## src/hw/aux_params.svh

```systemverilog
`ifndef AUX_PARAMS_SVH
`define AUX_PARAMS_SVH
// ==========================================
// Register byte offsets
`define OFS_SETUP_MISC 8'h00
`define OFS_EXC_SOURCE 8'h04
`define OFS_BRIDGE_SW 8'h08
`define OFS_PIN_FUNC 8'h0C
`define OFS_PIN_VALUE 8'h10
`define OFS_BIAS 8'h14
`define OFS_STATUS 8'h18
`define OFS_RESULT 8'h1C
// ==========================================
// Field positions
`define F_BIPOLAR 0
`define F_CHOP_LO 1
`define F_CHOP_HI 2
`define F_EXC_SWAP 3
`define F_REF_EN 4
`define F_EXC_PIN_A_LO 0
`define F_EXC_MAG_A_LO 4
`define F_EXC_PIN_B_LO 8
`define F_EXC_MAG_B_LO 12
`define F_SW_FUNC_LO 0
`define F_SW_CTRL_LO 2
`define F_SW_KEEP_LO 4
`define F_CHAN_OUT_EN 4
// ==========================================
// Codes and reset values
`define CHOP_ENABLE_CODE 2'b01
`define MSB_FLIP 24'h800000
`define RST_SETUP_MISC 5'h10
`define RST_BIAS 9'h000
`define EXC_MAG_OFF 3'h0
`endif

```

## src/hw/aux_pkg.sv

```systemverilog
package aux_pkg;
  // Current source magnitudes; code 0 leaves the source off
  typedef enum logic [2:0] {
    EXC_OFF = 3'h0,
    EXC_10UA = 3'h1,
    EXC_50UA = 3'h2,
    EXC_100UA = 3'h3,
    EXC_250UA = 3'h4,
    EXC_500UA = 3'h5,
    EXC_1MA = 3'h6,
    EXC_1MA5 = 3'h7
  } exc_magnitude_t;

  typedef logic signed [23:0] code_t;
  typedef logic [3:0] pin_sel_t;

  typedef enum logic [2:0] {
    AVG_IDLE = 3'b001,
    AVG_HALF = 3'b010,
    AVG_PAIR = 3'b100
  } avg_state_t;
endpackage : aux_pkg

```

## src/hw/aux_avg_if.sv

```systemverilog
`timescale 1ns/100ps
interface aux_avg_if;
  logic in_valid;
  aux_pkg::code_t in_val;
  logic in_phase;
  logic chop_on;
  logic swap_on;
  logic restart;
  logic out_valid;
  aux_pkg::code_t out_val;
  logic have_prev;

  modport avg (input in_valid, in_val, in_phase, chop_on, swap_on, restart,
    output out_valid, out_val, have_prev);
  modport ctl (output in_valid, in_val, in_phase, chop_on, swap_on, restart,
    input out_valid, out_val, have_prev);
endinterface : aux_avg_if

```

## src/hw/chop_avg.sv

```systemverilog
`timescale 1ns/100ps
module chop_avg (
  input wire logic ref_clk, // Core clock
  input wire logic sys_rst, // Async reset, high
  aux_avg_if.avg av // Sample and result channel
);
  import aux_pkg::*;

  typedef struct packed {
    avg_state_t st;
    code_t prev;
    logic out_valid;
    code_t out_val;
  } avg_reg_t;

  avg_reg_t s_q, s_d;

  // Mean of two at full precision, rounded half up, clamped to 24 bits
  function automatic code_t half_round(input logic signed [25:0] sum);
    logic signed [25:0] r;
    r = (sum + 26'sd1) >>> 1;
    if (r > 26'sh07FFFFF) begin
      half_round = 24'sh7FFFFF;
    end else begin
      half_round = r[23:0];
    end
  endfunction : half_round

  always_comb begin
    logic signed [25:0] a;
    logic signed [25:0] b;
    a = 26'(av.in_val);
    b = 26'(s_q.prev);
    s_d = s_q;
    s_d.out_valid = 1'b0;
    if (av.restart) begin
      s_d.st = AVG_IDLE;
    end else if (av.in_valid) begin
      s_d.prev = av.in_val;
      case (s_q.st)
        AVG_IDLE: begin
          if (av.chop_on || av.swap_on) begin
            s_d.st = AVG_HALF;
          end else begin
            s_d.out_valid = 1'b1;
            s_d.out_val = av.in_val;
          end
        end
        AVG_HALF, AVG_PAIR: begin
          s_d.st = AVG_PAIR;
          s_d.out_valid = 1'b1;
          if (av.chop_on) begin
            // Inverted sample carries minus the signal, same offset
            s_d.out_val = av.in_phase ? half_round(b - a) : half_round(a - b); // RULE_17 RULE_21
          end else begin
            s_d.out_val = half_round(a + b); // RULE_06 RULE_21
          end
        end
        default: begin
          s_d.st = AVG_IDLE;
        end
      endcase
    end
  end

  always_ff @(posedge ref_clk or posedge sys_rst) begin
    if (sys_rst) begin
      s_q <= '{st: AVG_IDLE, prev: 24'sh000000, out_valid: 1'b0, out_val: 24'sh000000};
    end else begin
      s_q <= s_d;
    end
  end

  assign av.out_valid = s_q.out_valid;
  assign av.out_val = s_q.out_val;
  assign av.have_prev = (s_q.st != AVG_IDLE);
endmodule : chop_avg

```

## src/hw/aux_pin_and_chop_control.sv

```systemverilog
`timescale 1ns/100ps
`include "aux_params.svh"
// Functional notes
// (RULE_01) Unipolar results come out as straight binary
// (RULE_02) Bipolar results come out as twos complement
// (RULE_03) Two current sources, seven magnitudes each
// (RULE_04) Separate pin and magnitude field per source
// (RULE_05) Both sources may share one pin
// (RULE_06) Swap sources each conversion, average pairs
// (RULE_07) Software enables reference when sources used
// (RULE_08) Pins 0 and 1 act as bridge switches
// (RULE_09) Standby opens switches unless keep bit set
// (RULE_10) Each pin individually input or output
// (RULE_11) Output pin drives its stored value bit
// (RULE_12) Value read returns sampled pin levels
// (RULE_13) Priority: switch, then output data, then channel
// (RULE_14) Channel bits drive pins left unclaimed
// (RULE_15) Per-input bias generator enable bits
// (RULE_16) Chop on only for code 01
// (RULE_17) Chop alternates polarity, averages opposite pairs
// (RULE_18) First chop result double settle, then single
// (RULE_19) Sinc3 chop: third rate, double settling
// (RULE_20) Pins follow active channel in step
// (RULE_21) Average is full-precision mean rounded
module aux_pin_and_chop_control (
  input wire logic ref_clk, // Core clock, 25 MHz
  input wire logic sys_rst, // Async reset, high
  input wire logic psel, // APB select
  input wire logic penable, // APB access phase
  input wire logic pwrite, // APB direction, high write
  input wire logic [7:0] paddr, // APB byte address
  input wire logic [31:0] pwdata, // APB write data
  output logic [31:0] prdata, // APB read data
  output logic pready, // APB ready
  output logic pslverr, // APB error, unmapped address
  input wire logic conv_done, // Core result pulse
  input wire logic [23:0] conv_raw, // Core result, offset binary
  input wire logic sinc3_sel, // Core runs sinc3 filter
  input wire logic standby, // Core is in standby
  input wire logic [3:0] seq_channel, // Sequencer active channel
  output logic in_swap, // Analog input polarity inverted
  output logic settle_double, // Next conversion needs two settles
  output logic rate_third, // Sinc3 chop rate reduction
  output logic data_valid, // Formatted result pulse
  output logic [23:0] data_code, // Formatted result
  output logic [3:0] exc_pin_a, // Source A pin select
  output aux_pkg::exc_magnitude_t exc_mag_a, // Source A magnitude
  output logic [3:0] exc_pin_b, // Source B pin select
  output aux_pkg::exc_magnitude_t exc_mag_b, // Source B magnitude
  output logic ref_en, // On-chip reference enable
  output logic [1:0] bridge_switch_closed, // Switch a/b closed
  output logic [8:0] bias_input_enable, // Bias per analog input
  input wire logic [3:0] gpio_in, // Pin levels, asynchronous
  output logic [3:0] gpio_out, // Pin drive levels
  output logic [3:0] gpio_oe_n // Pin drive enable, low drives
);
  import aux_pkg::*;

  // ==========================================
  // State
  typedef struct packed {
    logic bipolar;
    logic [1:0] chop_field;
    logic exc_swap_enable;
    logic ref_en;
    pin_sel_t pin_a;
    exc_magnitude_t mag_a;
    pin_sel_t pin_b;
    exc_magnitude_t mag_b;
    logic [1:0] sw_func;
    logic [1:0] bridge_switch_ctrl;
    logic [1:0] switch_keep_in_standby;
    logic [3:0] pin_mode;
    logic channel_number_out_en;
    logic [3:0] pin_value_bit;
    logic [8:0] bias;
    logic [3:0] sync_a;
    logic [3:0] sync_b;
    logic [31:0] rdata;
    logic phase;
    logic first_pending;
    logic [23:0] code;
    logic code_seen;
    logic valid_pulse;
    logic [3:0] pin_out;
    logic [3:0] pin_oe_n;
    logic [1:0] sw_closed;
    logic [3:0] exc_a_pin;
    exc_magnitude_t exc_a_mag;
    logic [3:0] exc_b_pin;
    exc_magnitude_t exc_b_mag;
  } ctl_state_t;

  ctl_state_t s_q, s_d;
  aux_avg_if av ();

  logic chop_on;
  logic swap_on;
  logic mapped;
  logic wr_en;

  // Setup word reset value, split into its fields at reset
  localparam logic [4:0] RST_MISC = `RST_SETUP_MISC;

  // ==========================================
  // Helpers
  function automatic logic addr_known(input logic [7:0] a);
    case (a)
      `OFS_SETUP_MISC, `OFS_EXC_SOURCE, `OFS_BRIDGE_SW, `OFS_PIN_FUNC,
      `OFS_PIN_VALUE, `OFS_BIAS, `OFS_STATUS, `OFS_RESULT: begin
        addr_known = 1'b1;
      end
      default: begin
        addr_known = 1'b0;
      end
    endcase
  endfunction : addr_known

  // Sign domain flips the top bit both ways
  function automatic logic [23:0] flip_msb(input logic [23:0] v);
    flip_msb = v ^ `MSB_FLIP;
  endfunction : flip_msb

  assign chop_on = (s_q.chop_field == `CHOP_ENABLE_CODE); // RULE_16
  assign swap_on = s_q.exc_swap_enable;
  assign mapped = addr_known(paddr);
  assign wr_en = psel && penable && pwrite && mapped;

  // ==========================================
  // Averager
  assign av.in_valid = conv_done;
  assign av.in_val = code_t'(flip_msb(conv_raw));
  assign av.in_phase = s_q.phase;
  assign av.chop_on = chop_on;
  assign av.swap_on = swap_on;
  // Mode change drops a half-formed pair, so no mixed average escapes
  assign av.restart = wr_en && (paddr == `OFS_SETUP_MISC) &&
    ((pwdata[`F_CHOP_HI:`F_CHOP_LO] != s_q.chop_field) ||
    (pwdata[`F_EXC_SWAP] != s_q.exc_swap_enable));

  chop_avg u_avg (
    .ref_clk(ref_clk),
    .sys_rst(sys_rst),
    .av(av)
  );

  // ==========================================
  // Next state
  always_comb begin
    logic [31:0] rd;
    logic [3:0] drv;
    logic [3:0] lvl;
    logic [3:0] claim;
    rd = 32'h00000000;
    drv = 4'h0;
    lvl = 4'h0;
    // Only pins 0 and 1 can carry a bridge switch
    claim = {2'b00, s_q.sw_func};
    s_d = s_q;
    s_d.valid_pulse = 1'b0;

    // Pin levels pass two stages before anyone looks
    s_d.sync_a = gpio_in;
    s_d.sync_b = s_q.sync_a;

    if (wr_en) begin
      case (paddr)
        `OFS_SETUP_MISC: begin
          s_d.bipolar = pwdata[`F_BIPOLAR];
          s_d.chop_field = pwdata[`F_CHOP_HI:`F_CHOP_LO];
          s_d.exc_swap_enable = pwdata[`F_EXC_SWAP];
          s_d.ref_en = pwdata[`F_REF_EN];
        end
        `OFS_EXC_SOURCE: begin
          s_d.pin_a = pwdata[`F_EXC_PIN_A_LO +: 4]; // RULE_04
          s_d.mag_a = exc_magnitude_t'(pwdata[`F_EXC_MAG_A_LO +: 3]); // RULE_03
          s_d.pin_b = pwdata[`F_EXC_PIN_B_LO +: 4]; // RULE_04
          s_d.mag_b = exc_magnitude_t'(pwdata[`F_EXC_MAG_B_LO +: 3]); // RULE_03
        end
        `OFS_BRIDGE_SW: begin
          s_d.sw_func = pwdata[`F_SW_FUNC_LO +: 2];
          s_d.bridge_switch_ctrl = pwdata[`F_SW_CTRL_LO +: 2];
          s_d.switch_keep_in_standby = pwdata[`F_SW_KEEP_LO +: 2];
        end
        `OFS_PIN_FUNC: begin
          s_d.pin_mode = pwdata[3:0]; // RULE_10
          s_d.channel_number_out_en = pwdata[`F_CHAN_OUT_EN];
        end
        `OFS_PIN_VALUE: begin
          s_d.pin_value_bit = pwdata[3:0];
        end
        `OFS_BIAS: begin
          s_d.bias = pwdata[8:0]; // RULE_15
        end
        default: begin
        end
      endcase
    end

    // Polarity and source swap advance once per conversion
    if (av.restart) begin
      s_d.phase = 1'b0;
      s_d.first_pending = 1'b1;
    end else if (conv_done) begin
      s_d.phase = (chop_on || swap_on) ? !s_q.phase : 1'b0; // RULE_06 RULE_17
      s_d.first_pending = 1'b0;
    end

    if (av.out_valid) begin
      // Averager works signed; unipolar goes back to straight binary
      s_d.code = s_q.bipolar ? 24'(av.out_val) : flip_msb(24'(av.out_val)); // RULE_01 RULE_02
      s_d.code_seen = 1'b1;
      s_d.valid_pulse = 1'b1;
    end

    // Sources may land on one pin; no exclusion is applied
    if (swap_on && s_q.phase) begin
      s_d.exc_a_pin = s_q.pin_b; // RULE_06
      s_d.exc_b_pin = s_q.pin_a; // RULE_06
    end else begin
      s_d.exc_a_pin = s_q.pin_a; // RULE_05
      s_d.exc_b_pin = s_q.pin_b; // RULE_05
    end
    s_d.exc_a_mag = s_q.mag_a;
    s_d.exc_b_mag = s_q.mag_b;

    // Switch state drops in standby unless kept
    s_d.sw_closed = s_q.sw_func & s_q.bridge_switch_ctrl &
      (standby ? s_q.switch_keep_in_standby : 2'b11); // RULE_08 RULE_09

    // Pin ownership, highest priority first
    for (int i = 0; i < 4; i++) begin
      if (claim[i]) begin
        drv[i] = 1'b0; // RULE_13
        lvl[i] = 1'b0;
      end else if (s_q.pin_mode[i]) begin
        drv[i] = 1'b1; // RULE_13
        lvl[i] = s_q.pin_value_bit[i]; // RULE_11
      end else if (s_q.channel_number_out_en) begin
        drv[i] = 1'b1; // RULE_14
        lvl[i] = seq_channel[i]; // RULE_20
      end else begin
        drv[i] = 1'b0;
        lvl[i] = 1'b0;
      end
    end
    s_d.pin_out = lvl;
    s_d.pin_oe_n = ~drv;

    // Read data sampled in setup, held through access
    case (paddr)
      `OFS_SETUP_MISC: begin
        rd[`F_BIPOLAR] = s_q.bipolar;
        rd[`F_CHOP_HI:`F_CHOP_LO] = s_q.chop_field;
        rd[`F_EXC_SWAP] = s_q.exc_swap_enable;
        rd[`F_REF_EN] = s_q.ref_en;
      end
      `OFS_EXC_SOURCE: begin
        rd[`F_EXC_PIN_A_LO +: 4] = s_q.pin_a;
        rd[`F_EXC_MAG_A_LO +: 3] = s_q.mag_a;
        rd[`F_EXC_PIN_B_LO +: 4] = s_q.pin_b;
        rd[`F_EXC_MAG_B_LO +: 3] = s_q.mag_b;
      end
      `OFS_BRIDGE_SW: begin
        rd[`F_SW_FUNC_LO +: 2] = s_q.sw_func;
        rd[`F_SW_CTRL_LO +: 2] = s_q.bridge_switch_ctrl;
        rd[`F_SW_KEEP_LO +: 2] = s_q.switch_keep_in_standby;
      end
      `OFS_PIN_FUNC: begin
        rd[3:0] = s_q.pin_mode;
        rd[`F_CHAN_OUT_EN] = s_q.channel_number_out_en;
      end
      `OFS_PIN_VALUE: begin
        // Real pin level, so a shorted output shows up
        rd[3:0] = s_q.sync_b; // RULE_12
      end
      `OFS_BIAS: begin
        rd[8:0] = s_q.bias;
      end
      `OFS_STATUS: begin
        rd[0] = s_q.code_seen;
        rd[1] = s_q.phase;
        rd[2] = chop_on;
        rd[3] = av.have_prev;
        rd[4] = s_q.first_pending;
        rd[5] = standby;
        // Sources on without reference is a software fault, flagged
        rd[6] = ((s_q.mag_a != EXC_OFF) || (s_q.mag_b != EXC_OFF)) && !s_q.ref_en; // RULE_07
        rd[9:8] = s_q.sw_closed;
      end
      `OFS_RESULT: begin
        rd[23:0] = s_q.code;
      end
      default: begin
        rd = 32'h00000000;
      end
    endcase
    if (psel && !penable) begin
      s_d.rdata = rd;
    end
  end

  // ==========================================
  // Registers
  always_ff @(posedge ref_clk or posedge sys_rst) begin
    if (sys_rst) begin
      s_q <= '0;
      // Reference starts on so sources are safe from the start
      s_q.bipolar <= RST_MISC[`F_BIPOLAR];
      s_q.chop_field <= RST_MISC[`F_CHOP_HI:`F_CHOP_LO];
      s_q.exc_swap_enable <= RST_MISC[`F_EXC_SWAP];
      s_q.ref_en <= RST_MISC[`F_REF_EN];
      s_q.bias <= `RST_BIAS;
      s_q.first_pending <= 1'b1;
      s_q.pin_oe_n <= 4'hF;
    end else begin
      s_q <= s_d;
    end
  end

  // ==========================================
  // Outputs
  // Every access completes in its first access cycle
  assign pready = 1'b1;
  // Writes to read-only words drop silently, no error
  assign pslverr = psel && penable && !mapped;
  assign prdata = s_q.rdata;
  // Chop doubles the wait only for the first polarity after a restart
  assign settle_double = chop_on && s_q.first_pending; // RULE_18
  assign rate_third = chop_on && sinc3_sel; // RULE_19
  assign in_swap = chop_on && s_q.phase; // RULE_17
  assign data_valid = s_q.valid_pulse;
  assign data_code = s_q.code;
  assign exc_pin_a = s_q.exc_a_pin;
  assign exc_mag_a = s_q.exc_a_mag;
  assign exc_pin_b = s_q.exc_b_pin;
  assign exc_mag_b = s_q.exc_b_mag;
  assign ref_en = s_q.ref_en;
  assign bridge_switch_closed = s_q.sw_closed;
  assign bias_input_enable = s_q.bias;
  assign gpio_out = s_q.pin_out;
  assign gpio_oe_n = s_q.pin_oe_n;
endmodule : aux_pin_and_chop_control

```

## config.mk

```make
export PLATFORM = sky130hd
export DESIGN_NAME = aux_pin_and_chop_control
export DESIGN_NICKNAME = d
export VERILOG_FILES = /design/src/hw/aux_pkg.sv /design/src/hw/aux_avg_if.sv /design/src/hw/chop_avg.sv /design/src/hw/aux_pin_and_chop_control.sv
export VERILOG_INCLUDE_DIRS = /design/src /design/src/hw
export SDC_FILE = /design/constraint.sdc
export NUM_CORES = 1
export LEC_CHECK = 0
export ABC_AREA = 1
export BUFFER_PORTS_ARGS = -buffer_cell sky130_fd_sc_hd__buf_2
export CAP_MARGIN = 20
export CORE_MARGIN = 2
export CORE_UTILIZATION = 30
export CTS_CLUSTER_SIZE = 20
export DETAILED_ROUTE_END_ITERATION = 8
export PLACE_DENSITY = 0.52
export SLEW_MARGIN = 10
export SYNTH_ARGS = -nofsm -noshare
export SYNTH_HDL_FRONTEND = slang
export SYNTH_HIERARCHICAL = 1
export SYNTH_SLANG_ARGS = --single-unit
```

## constraint.sdc

```tcl
create_clock -name ref_clk -period 4.53 [get_ports ref_clk]
set_input_delay 0.6795 -clock ref_clk [delete_from_list [all_inputs] [get_ports ref_clk]]
set_output_delay 0.6795 -clock ref_clk [all_outputs]
set_load 0.02 [all_outputs]
```

==> summary.md, run 1 <==
| Metric | Value |
|---|---|
| Status | `finished, final reports clean` |
| DR DRC count | `0` |
| CTS tree | `done` |
| Tmin final | `3.79 ns` |
| DRT antenna net count | `0` |
| TritonRoute pass-1 iters | `5` |
| WHS Path Cells | `1` |
| Clock latency on the worst-skew pair | `0.48 ns` |
| EDFF count, synth | `0` |
| Top cell type's share of synthesized area | `approximately 28%` |
| Initial core utilization | `30.3%` |
| IO Port Bufs | `about 150` |
| Combinational power share | `39.4%` |
| Die Area | `52,300 µm²` |
| Post-synthesis compound-gate area fraction | `13.2%` |
| Reg2reg start | `u_avg/s_q[35]` |
| I/O pin total | `~180` |
| Worst Skew | `0.0141 ns` |
| Clock transition at path regs | `0.09 ns` |
| Crit path DAT | `4.17 ns` |
| Crit-path cells | `inv_1 -> ha_1 -> ha_1 -> a21oi_1 -> o21ai_0 -> a21oi_1 -> inv_1 -> nand2_1 -> nand3_2 -> inv_1 -> nand2_1 -> nand2_2 -> nand4_1 -> nand2_1 -> nand2_1 -> nand2_1 -> a21oi_1` |
| Worst EP required | `slightly below 5 ns` |
| Cell count of the worst reg-to-reg path | `17` |
| Critical path's most frequent cell | `nand2_1` |
| Xor/xnor cell area share of the yosys netlist | `2.86%` |
| Sequential Power Share | `33.0%` |
| Post-synthesis async set-or-reset flop share | `100%` |
| Placed cells | `2,833` |
| Largest family of logic cells by synthesized area | `simple AND/OR/NAND/NOR gates` |
| Sink Count | `179` |
| Final period util | `approximately 84%` |
| Max Slew Vio Count | `0` |
| Cell Int Power | `3640 µW` |
| Buf/Inv on CP | `3` |
| Largest net degree at the start of global routing | `65` |
| GRT Overall Usage | `19.0%` |
| Gpl congestion | `0.976` |
| Rel. slew slack | `29.4%` |
| Synth-to-Final Area Change | `7.88%` |
| Worst hold path class | `input port to flip-flop` |
| Clock Path Buffers | `2` |
| Critical path type | `flip-flop to flip-flop` |
| Post-CTS Resized | `0` |
| Synth warnings | `6` |
| Via/cell ratio | `4.75` |
| Delay-heaviest family, CP | `simple AND/OR/NAND/NOR gates` |
| Multiplexer area fraction after synthesis | `0.132%` |
| PwrDens | `388 nW/µm²` |
| Top achievable clock speed | `roughly 0.26 GHz` |
| Routed WL | `roughly 50,000 µm` |
| Simple-gate share of the synthesized area | `28.8%` |
| Worst Setup Start Kind | `flip-flop` |
| Crit path capture type | `flip-flop` |
| Vias in the first global route | `approximately 13k` |
| Total core area | `between 40,000 and 50,000 µm²` |
| Clock root buffer | `clkbuf_16` |
| Sw power | `~2700 µW` |
| Setup tns final | `0 ns` |
| Num rows | `just over 80` |
| Worst R2R Setup Slack | `0.74 ns` |
| NumNets Final | `between 2k and 2.5k` |
| Max VDD drop | `211 µV` |
| Die width | `229 µm` |
| Global-route wire length before repair | `76,100 µm` |
| Layout cell share with drive strength beyond 1 | `14.6%` |
| Wirelength per Cell | `between 15 and 20 µm` |
| Worst-Margin Slew | `1.06 ns` |
| Main synth FF type | `dfrtp_1` |
| CTS buffer count | `17` |
| Final hold vios | `0` |
| Final cell count without fillers | `2,866` |
| Syn_area_per_cell | `7.01 µm²` |
| FF+latch count, synth | `179` |
| Largest area contributor in the netlist | `dfrtp_1` |
| RSZ-0062 raised after global routing | `false` |
| Sw frac | `42.5%` |
| Clk pwr share | `between 20 and 30%` |
| Count leader, synth | `nand2_1` |
| Initial antenna violation count | `1` |
| Post-CTS Setup Inserts | `0` |
| Netlist cell types | `57` |
| CTS HTree Levels | `4` |
| Area contributors post-synth | `dfrtp_1 28%, nand2_1 15%, ha_1 10%` |
| RR Endpoint | `u_avg/av.out_val[19]` |
| Hold Path End | `s_d[86]` |
| Via count | `13.6k` |
| Hold wc startpoint | `gpio_in[2]` |
| Endpoints failing setup | `0` |
| Leakage | `0.00875 µW` |
| Hpwl dp | `40,300 µm` |
| Grt ovf | `0` |
| Drt first-iter violations | `1,276` |
| List of most frequent post-synthesis cells | `601 x nand2_1, 274 x inv_1, 187 x nor2_1` |
| Critical path peak fanout | `23` |
| Post-Syn Area | `approximately 15,000 µm²` |
| Area share of fa/ha/maj cells after synthesis | `10.5%` |
| Post-Synthesis Cells | `roughly 2.2k` |
| Hold_buf cts | `0` |
| Sequential element share of the synthesized area | `29.6%` |
| Die Ht | `229 µm` |
| Max cap viols | `0` |
| CP max stage cell | `ha_1` |
| Largest stage delay on the critical path | `0.59 ns` |
-- stage by stage --
stage | utilization (%) | setup WS [ns] | hold WS [ns] | instance area [µm²] | total power, µW
finish | 32.7 | 0.736 | 0.317 | 16400 | 6340
global placement | 31.4 | 0.544 | 0.334 | 15700 | 4600
floorplan | - | 0.476 | 0.331 | 15200 | 4080
CTS | 32.7 | 0.824 | 0.275 | 16300 | 6400
global route | 32.7 | 0.561 | 0.295 | 16400 | 6760
detailed placement | 31.4 | 0.514 | 0.337 | 15700 | 4610
-- flip-flops by register name, indices dropped and copies added (netlist names) --
signal	cells
av.in_phase	1
av.swap_on	1
bias_input_enable	9
bridge_switch_closed	2
data_code	24
data_valid	1
exc_mag_a	3
exc_mag_b	3
exc_pin_a	4
exc_pin_b	4
gpio_oe_n	4
gpio_out	4
prdata	24
ref_en	1
s_d	10
s_q	32
u_avg/av.out_val	24
u_avg/av.out_valid	1
u_avg/s_q	27
-- final cells by class --
type	instances	area, µm²
inverters	285	1070
diodes	1	2.50
repair buffers	160	828
multi-input cells	1537	8440
flip-flops and latches	179	4490
clock buffers	18	429
clock inverters	14	251
well taps	672	841
fillers	5515	33600
-- power groups by stage --
stage | registers, µW | clock network [µW] | logic (µW)
3_5_place_dp | 2130 | 0 | 2480
3_3_place_gp | 2130 | 0 | 2470
4_1_cts | 2100 | 1800 | 2490
2_1_floorplan | 2010 | 0 | 2070
6_report | 2090 | 1750 | 2500
5_1_grt | 2130 | 1840 | 2780
-- placed cells by master (no fill, tap or decap), types with 92 or more instances in the layout --
| cell type | synthesis | final |
|---|---|---|
| inv_1 | 274 | 272 |
| nor2_1 | 187 | 185 |
| buf_2 | 5 | 149 |
| nand2_1 | 601 | 601 |
| ha_1 | 125 | 125 |
| dfrtp_1 | 172 | 172 |
| o21ai_0 | 92 | 92 |
| nand3_1 | 116 | 116 |
| a21oi_1 | 137 | 137 |
-- worst max path at each step --
stage	from	end	slack, ns	cells after the start
finish	u_avg/s_q[35]	u_avg/av.out_val[19]	0.74	17
global route	u_avg/s_q[33]	u_avg/av.out_val[19]	0.56	16
CTS	u_avg/s_q[35]	u_avg/av.out_val[19]	0.82	17
detailed placement	conv_raw[10]	u_avg/av.out_val[19]	0.51	17
global placement	conv_raw[10]	u_avg/av.out_val[19]	0.54	17
floorplan	sys_rst	av.in_phase	0.48	1
-- layer usage --
layer / share of wire (%) / up-vias / track usage (%) / routed length, µm
li1: - / 6783 / - / -
met2: 45 / 359 / 30.6 / 22400
met4: 2.5 / 0 / 6.70 / 1220
met1: 48 / 6419 / 26.2 / 23500
met3: 4.7 / 61 / 2.25 / 2340
met5: 0 / - / 0 / 0
-- cell families (layout without fill, tap and decap cells) --
group | count (synthesis) | in the layout
simple gates | 1012 | 1012
buf+inv | 453 | 477
compound gates | 342 | 342
flops | 179 | 179
fa+ha+maj | 126 | 126
xor+xnor | 46 | 46
other cells | 2 | 10
mux | 2 | 2
-- worst register-to-register path, cell delays in order (launching register included) --
cell and delay (ns):
dfrtp_1 0.41, inv_1 0.13, ha_1 0.59, ha_1 0.34, a21oi_1 0.30, o21ai_0 0.19
a21oi_1 0.32, inv_1 0.08, nand2_1 0.08, nand3_2 0.10, inv_1 0.09, nand2_1 0.07
nand2_2 0.38, nand4_1 0.26, nand2_1 0.13, nand2_1 0.05, nand2_1 0.10, a21oi_1 0.07
Power figures use the tool's default switching activity.
==> run 2, diff against run 1 <==
==> constraint.sdc (replaced) <==
create_clock -name ref_clk -period 3.6 [get_ports ref_clk]
set_input_delay 0.54 -clock ref_clk [delete_from_list [all_inputs] [get_ports ref_clk]]
set_output_delay 0.54 -clock ref_clk [all_outputs]
set_load 0.02 [all_outputs]
==> run 2 against run 1 <==
Clock skew is 0.0035 ns lower. Flip-flop and latch count stayed put. Via count is 1.1% higher. Final cell count is 1.9% higher. Clock power is 13% higher.
==> summary.md, run 2 (synthesized netlist as in run 1, its figures left out) <==
| Metric | Value |
|---|---|
| Gpl congestion | `0.957` |
| Worst hold path class | `input port to asynchronous set/reset pin` |
| Largest register FFs | `32` |
| Worst Skew | `0.0107 ns` |
| TritonRoute pass-1 iters | `5` |
| Post-CTS Setup Inserts | `0` |
| Crit path capture type | `flip-flop` |
| Num rows | `82` |
| Worst EP required | `3.96 ns` |
| Routed WL | `49,800 µm` |
| Setup tns final | `0 ns` |
| Via/cell ratio | `4.71` |
| Largest net degree at the start of global routing | `93` |
| IO Port Bufs | `between 100 and 150` |
| Hpwl dp | `41,100 µm` |
| Hold_buf cts | `0` |
| Most common cell after layout, fill and taps aside | `nand2_1` |
| RSZ-0062 raised after global routing | `false` |
| DRT antenna net count | `0` |
| Die Area | `52,300 µm²` |
| Highest-count cells in the layout ignoring fill and taps | `601 x nand2_1, 272 x inv_1, 185 x nor2_1, 172 x dfrtp_1, 149 x buf_2` |
| Reg2reg start | `u_avg/s_q[31]` |
| Largest regs | `s_q x32, u_avg/s_q x27` |
| Clk pwr share | `around a quarter` |
| Top achievable clock speed | `0.308 GHz` |
| CP max stage cell | `ha_1` |
| Sequential Power Share | `33.2%` |
| Clock Path Buffers | `2` |
| Multi-input logic area | `8440 µm²` |
| Final hold vios | `0` |
| Tmin final | `3.25 ns` |
| Total core area | `50,000 µm²` |
| Die Ht | `229 µm` |
| Crit path from | `u_avg/s_q[31]` |
| Clock transition at path regs | `approximately 0.08 ns` |
| NumNets Final | `2,442` |
| Via count | `about 14k` |
| DR DRC count | `0` |
| Layout cell share with drive strength beyond 1 | `16.8%` |
| Status | `finished, final reports clean` |
| I/O pin total | `between 150 and 200` |
| Synth-to-Final Area Change | `10.6%` |
| Antenna Cells | `0` |
| Combinational power share | `about two fifths` |
| Post-CTS Resized | `0` |
| Clock latency on the worst-skew pair | `0.48 ns` |
| Final period util | `90.3%` |
| Wirelength per Cell | `approximately 17 µm` |
| Worst Setup Start Kind | `flip-flop` |
| Vias in the first global route | `13.3k` |
| Grt ovf | `0` |
| PwrDens | `about 470 nW/µm²` |
| Sw frac | `43.7%` |
| Crit-path cells | `inv_1 -> ha_1 -> ha_1 -> inv_1 -> o21bai_1 -> a21boi_0 -> o21ai_2 -> nand3_1 -> nand3_2 -> inv_1 -> nand2_1 -> nand2_2 -> buf_12 -> nand3_1 -> o21ai_1 -> nand2_1 -> nand2_1 -> a21oi_1` |
| Worst-Margin Slew | `0.781 ns` |
| Sink Count | `179` |
| Max cap viols | `0` |
| CTS tree | `done` |
| Initial core utilization | `between 30% and 40%` |
| CTS HTree Levels | `4` |
| Clock root buffer | `clkbuf_16` |
| Crit path DAT | `3.61 ns` |
| Critical path peak fanout | `23` |
| Placed cell area | `16,100 µm²` |
| Worst R2R Setup Slack | `0.35 ns` |
| Largest stage delay on the critical path | `~0.56 ns` |
| CP Capture Point | `u_avg/av.out_val[5]` |
| Critical path type | `flip-flop to flip-flop` |
| Drt first-iter violations | `1,008` |
| Max Slew Vio Count | `0` |
| Post-route cell area | `16,800 µm²` |
| Endpoints failing setup | `0` |
| Top reg by flops | `s_q` |
| Leakage | `0.00901 µW` |
| RR Endpoint | `u_avg/av.out_val[5]` |
| Rel. slew slack | `47.8%` |
| Initial antenna violation count | `0` |
| Cell Int Power | `between 4000 and 5000 µW` |
| Reg area | `4490 µm²` |
| Global-route wire length before repair | `76,200 µm` |
| Fillers | `5,500` |
| CTS buffer count | `17` |
| GRT Overall Usage | `19.1%` |
| Sw power | `3450 µW` |
| Cell count of the worst reg-to-reg path | `18` |
| Max VDD drop | `a little over 300 µV` |
| Die width | `around 230 µm` |
==> run 2: cell count changes in the layout (fill, tap and decap cells not counted), moves of 3 or more <==
cell | previous run | this run
buf_12 | 0 | 3
bufinv_16 | 5 | 1
inv_6 | 1 | 5
buf_4 | 11 | 63
==> run 2: worst max-delay path, delay by kind of cell, from the launching register on <==
family,cells,cell delay (ns)
adders and majority gates,2,0.87
and+or+nand+nor,7,0.58
AOI/OAI and AO/OA,5,0.80
buffers and inverters,4,0.44
DFF,1,0.43
==> run 2: stage by stage <==
step	instances	util (%)	hold slack (ns)	power, µW	setup WS [ns]
floorplan	2169	-	0.331	5130	0.751
global placement	2888	32.3	0.337	5920	0.152
detailed placement	2888	32.3	0.346	5950	0.179
CTS	2920	33.5	0.134	7960	0.355
global route	2921	33.5	0.144	8440	0.0348
finish	2921	33.5	0.166	7890	0.348
==> run 2: power groups by stage <==
| stage | Combinational (µW) | Clock [µW] | Sequential [µW] |
|---|---|---|---|
| after CTS | 3290 | 2030 | 2630 |
| after global routing | 3670 | 2100 | 2670 |
| after floorplan | 2600 | 0 | 2530 |
| final | 3300 | 1970 | 2620 |
| after detailed placement | 3270 | 0 | 2670 |
| after global placement | 3260 | 0 | 2670 |
==> run 2: how the worst min path moves through the flow <==
stage	start	to	slack [ns]	cells after the start
floorplan	s_d[84]	s_q[84]	0.33	0
global placement	s_d[85]	s_q[85]	0.34	0
detailed placement	s_d[86]	s_q[86]	0.35	0
CTS	gpio_in[3]	s_d[87]	0.13	1
global route	gpio_in[3]	s_d[87]	0.14	1
finish	sys_rst	u_avg/s_q[47]	0.17	2
==> run 2: metal layers <==
layer / vias to the layer above / GRT usage (%) / wire length, µm
met5: - / 0 / 0
met4: 0 / 5.72 / 1130
met3: 60 / 2.86 / 2430
met2: 360 / 30.4 / 22300
met1: 6438 / 26.7 / 23900
li1: 6914 / - / -
==> run 2: final cells by class <==
| cell class | count | share of cell area, % |
|---|---|---|
| multi-input cells | 1537 | 50.4 |
| flip-flops and latches | 179 | 26.8 |
| repair buffers | 216 | 7.80 |
| inverters | 285 | 6.41 |
| well taps | 672 | 5.02 |
| clock buffers | 17 | 2.54 |
| clock inverters | 15 | 1.10 |
==> run 3, diff against run 2 <==
--- a/config.mk
+++ b/config.mk
@@ -10,10 +10,11 @@
 export BUFFER_PORTS_ARGS = -buffer_cell sky130_fd_sc_hd__buf_2
 export CAP_MARGIN = 20
 export CORE_MARGIN = 2
-export CORE_UTILIZATION = 30
+export CORE_UTILIZATION = 40
+export CTS_CLUSTER_DIAMETER = 50
 export CTS_CLUSTER_SIZE = 20
 export DETAILED_ROUTE_END_ITERATION = 8
-export PLACE_DENSITY = 0.52
+export PLACE_DENSITY = 0.63
 export SLEW_MARGIN = 10
 export SYNTH_ARGS = -nofsm -noshare
 export SYNTH_HDL_FRONTEND = slang
==> run 3 against run 2 <==
Clock power is 4% lower. Critical endpoint is now u_avg/av.out_val[22]. Sequential power about the same. Non-clock buffer count is 6 higher. Register-to-register slack got worse by 0.04 ns. First-iteration DRC count is 27% higher. Core utilization increased by 11 points. Via count up 0.98%. Critical path depth rose by 5. Combinational power is essentially flat. Final area shrank 0.94%.
==> summary.md, run 3 (synthesized netlist as in run 1, its figures left out) <==
| Metric | Value |
|---|---|
| Critical path peak fanout | `3` |
| Crit path capture type | `flip-flop` |
| Drt first-iter violations | `~1.3k` |
| Global-route wire length before repair | `73,000 µm` |
| Final period util | `just over 90%` |
| Num rows | `71` |
| GR Layer Usage met3 | `3.76%` |
| Clock Path Buffers | `2` |
| Top reg by flops | `s_q` |
| DR DRC count | `0` |
| Worst path depth | `23` |
| Sink Count | `179` |
| Most common cell after layout, fill and taps aside | `nand2_1` |
| Max cap viols | `0` |
| Total core area | `37,500 µm²` |
| CTS buffer count | `17` |
| Die Ht | `199 µm` |
| Endpoints failing setup | `0` |
| Initial core utilization | `40.4%` |
| Met1 Use GR | `35.0%` |
| CTS tree | `done` |
| GRT Overall Usage | `24.4%` |
| Die width | `around 200 µm` |
| Clock latency on the worst-skew pair | `0.46 ns` |
| Worst hold path class | `input port to flip-flop` |
| Met2 usage | `between 30% and 40%` |
| IO Port Bufs | `149` |
| Grt ovf | `0` |
| Leakage | `0.00903 µW` |
| Worst R2R Setup Slack | `0.31 ns` |
| Final cell count without fillers | `2,768` |
| Max VDD drop | `355 µV` |
| Rel. slew slack | `30.2%` |
| Hold_ws | `0.191 ns` |
| Placed cells | `about 2.7k` |
| Reg2reg start | `u_avg/s_q[26]` |
| GR peak layer | `met2` |
| Hold_buf cts | `0` |
| Die Area | `roughly 40,000 µm²` |
| Worst Setup Start Kind | `flip-flop` |
| Clock transition at path regs | `0.07 ns` |
| Initial antenna violation count | `2` |
| Synth-to-Final Area Change | `9.52%` |
| Critical path type | `flip-flop to flip-flop` |
| Gpl congestion | `approximately 1` |
| Routed WL | `47,600 µm` |
| Critical path's most frequent cell | `nand2_1` |
| Crit path from | `u_avg/s_q[26]` |
| Via count | `13.9k` |
| Final hold vios | `0` |
| Setup tns final | `0 ns` |
| Worst-Margin Slew | `approximately 1.0 ns` |
| Hpwl dp | `around 39,000 µm` |
| Layout cell share with drive strength beyond 1 | `16.9%` |
| Crit path DAT | `roughly 3.6 ns` |
| RR Endpoint | `u_avg/av.out_val[22]` |
| Largest net degree at the start of global routing | `just under 60` |
| Tmin final | `3.29 ns` |
| Highest-count cells in the layout ignoring fill and taps | `601 x nand2_1, 272 x inv_1, 185 x nor2_1, 172 x dfrtp_1, 149 x buf_2` |
| Crit-path cells | `inv_1 -> ha_1 -> inv_1 -> ha_1 -> ha_1 -> inv_1 -> nand2_1 -> nand2_1 -> nand3_1 -> nand2_1 -> nor2_1 -> nor2_1 -> buf_4 -> o21ai_0 -> nand3_1 -> nand2_1 -> nand2_1 -> nand2_1 -> nand3_1 -> nand2_1 -> nand2_1 -> nand3_2 -> a21oi_2` |
| DRT antenna net count | `0` |
| CP max stage cell | `dfrtp_1` |
| Vias in the first global route | `13.2k` |
| TritonRoute pass-1 iters | `5` |
| Worst Skew | `0.0140 ns` |
| Delay-heaviest family, CP | `simple AND/OR/NAND/NOR gates` |
| Via/cell ratio | `5.02` |
| Status | `finished, final reports clean` |
| Wirelength per Cell | `17.2 µm` |
| Largest register FFs | `32` |
| Post-CTS Setup Inserts | `0` |
| CP Capture Point | `u_avg/av.out_val[22]` |
| NumNets Final | `between 2k and 2.5k` |
| Max Slew Vio Count | `0` |
| PwrDens | `471 nW/µm²` |
| Largest regs | `s_q x32, u_avg/s_q x27` |
| I/O pin total | `176` |
| Hold wc startpoint | `gpio_in[1]` |
| Largest stage delay on the critical path | `0.42 ns` |
| Worst EP required | `3.95 ns` |
| Buf/Inv on CP | `4` |
| RSZ-0062 raised after global routing | `false` |
| CTS HTree Levels | `4` |
| Clock root buffer | `clkbuf_16` |
| Top achievable clock speed | `0.304 GHz` |
| Post-CTS Resized | `0` |
| Cell count of the worst reg-to-reg path | `23` |
-- run 3: cell count changes in the layout (fill, tap and decap cells not counted), sizes merged --
cell	before	now
buf	216	222
clkbuf	17	20
diode	0	2
clkinvlp	1	2
clkinv	9	5
-- run 3: power by group --
part / switching [µW] / internal, µW / total (µW)
clock network: 892 / 1000 / 1890
logic: 2190 / 1130 / 3320
registers: 272 / 2340 / 2620
-- run 3: layout make-up --
type | count | area, µm²
Antenna cell | 2 | 5.00
Sequential cell | 179 | 4490
Timing Repair Buffer | 222 | 1370
Fill cell | 3942 | 20900
Tap cell | 511 | 639
Inverter | 285 | 1070
Multi-Input combinational cell | 1537 | 8440
Clock buffer | 20 | 447
Clock inverter | 12 | 136
-- run 3: how the worst min path moves through the flow --
stage / end / slack [ns] / cells after the start
after global placement: s_q[86] / 0.34 / 0
final: s_d[85] / 0.19 / 1
after floorplan: s_q[84] / 0.33 / 0
after detailed placement: s_q[86] / 0.34 / 0
after global routing: s_d[85] / 0.17 / 1
after CTS: s_d[85] / 0.17 / 1
-- run 3: worst reg2reg max path: cells and delay by family (launching register included) --
kind            cells  cell delay [ns]
flops               1             0.42
compound gates      2             0.39
buf+inv             4             0.43
simple gates       14             1.22
fa+ha+maj           3             0.70
-- run 3: per-layer routing --
metal | wire length, µm | part of all wire [%]
met3 | 3400 | 7.1
met4 | 1130 | 2.4
met5 | 7 | 0.015
met1 | 22400 | 47
met2 | 20600 | 43
-- run 3: through the flow --
stage	setup slack (ns)	utilization, %	power [µW]	area [µm²]
6_report	0.310	44.3	7830	16600
4_1_cts	0.329	44.2	7820	16600
3_3_place_gp	0.179	42.7	5890	16000
5_1_grt	0.0388	44.3	8320	16600
2_1_floorplan	0.751	-	5130	15200
3_5_place_dp	0.150	42.7	5920	16000
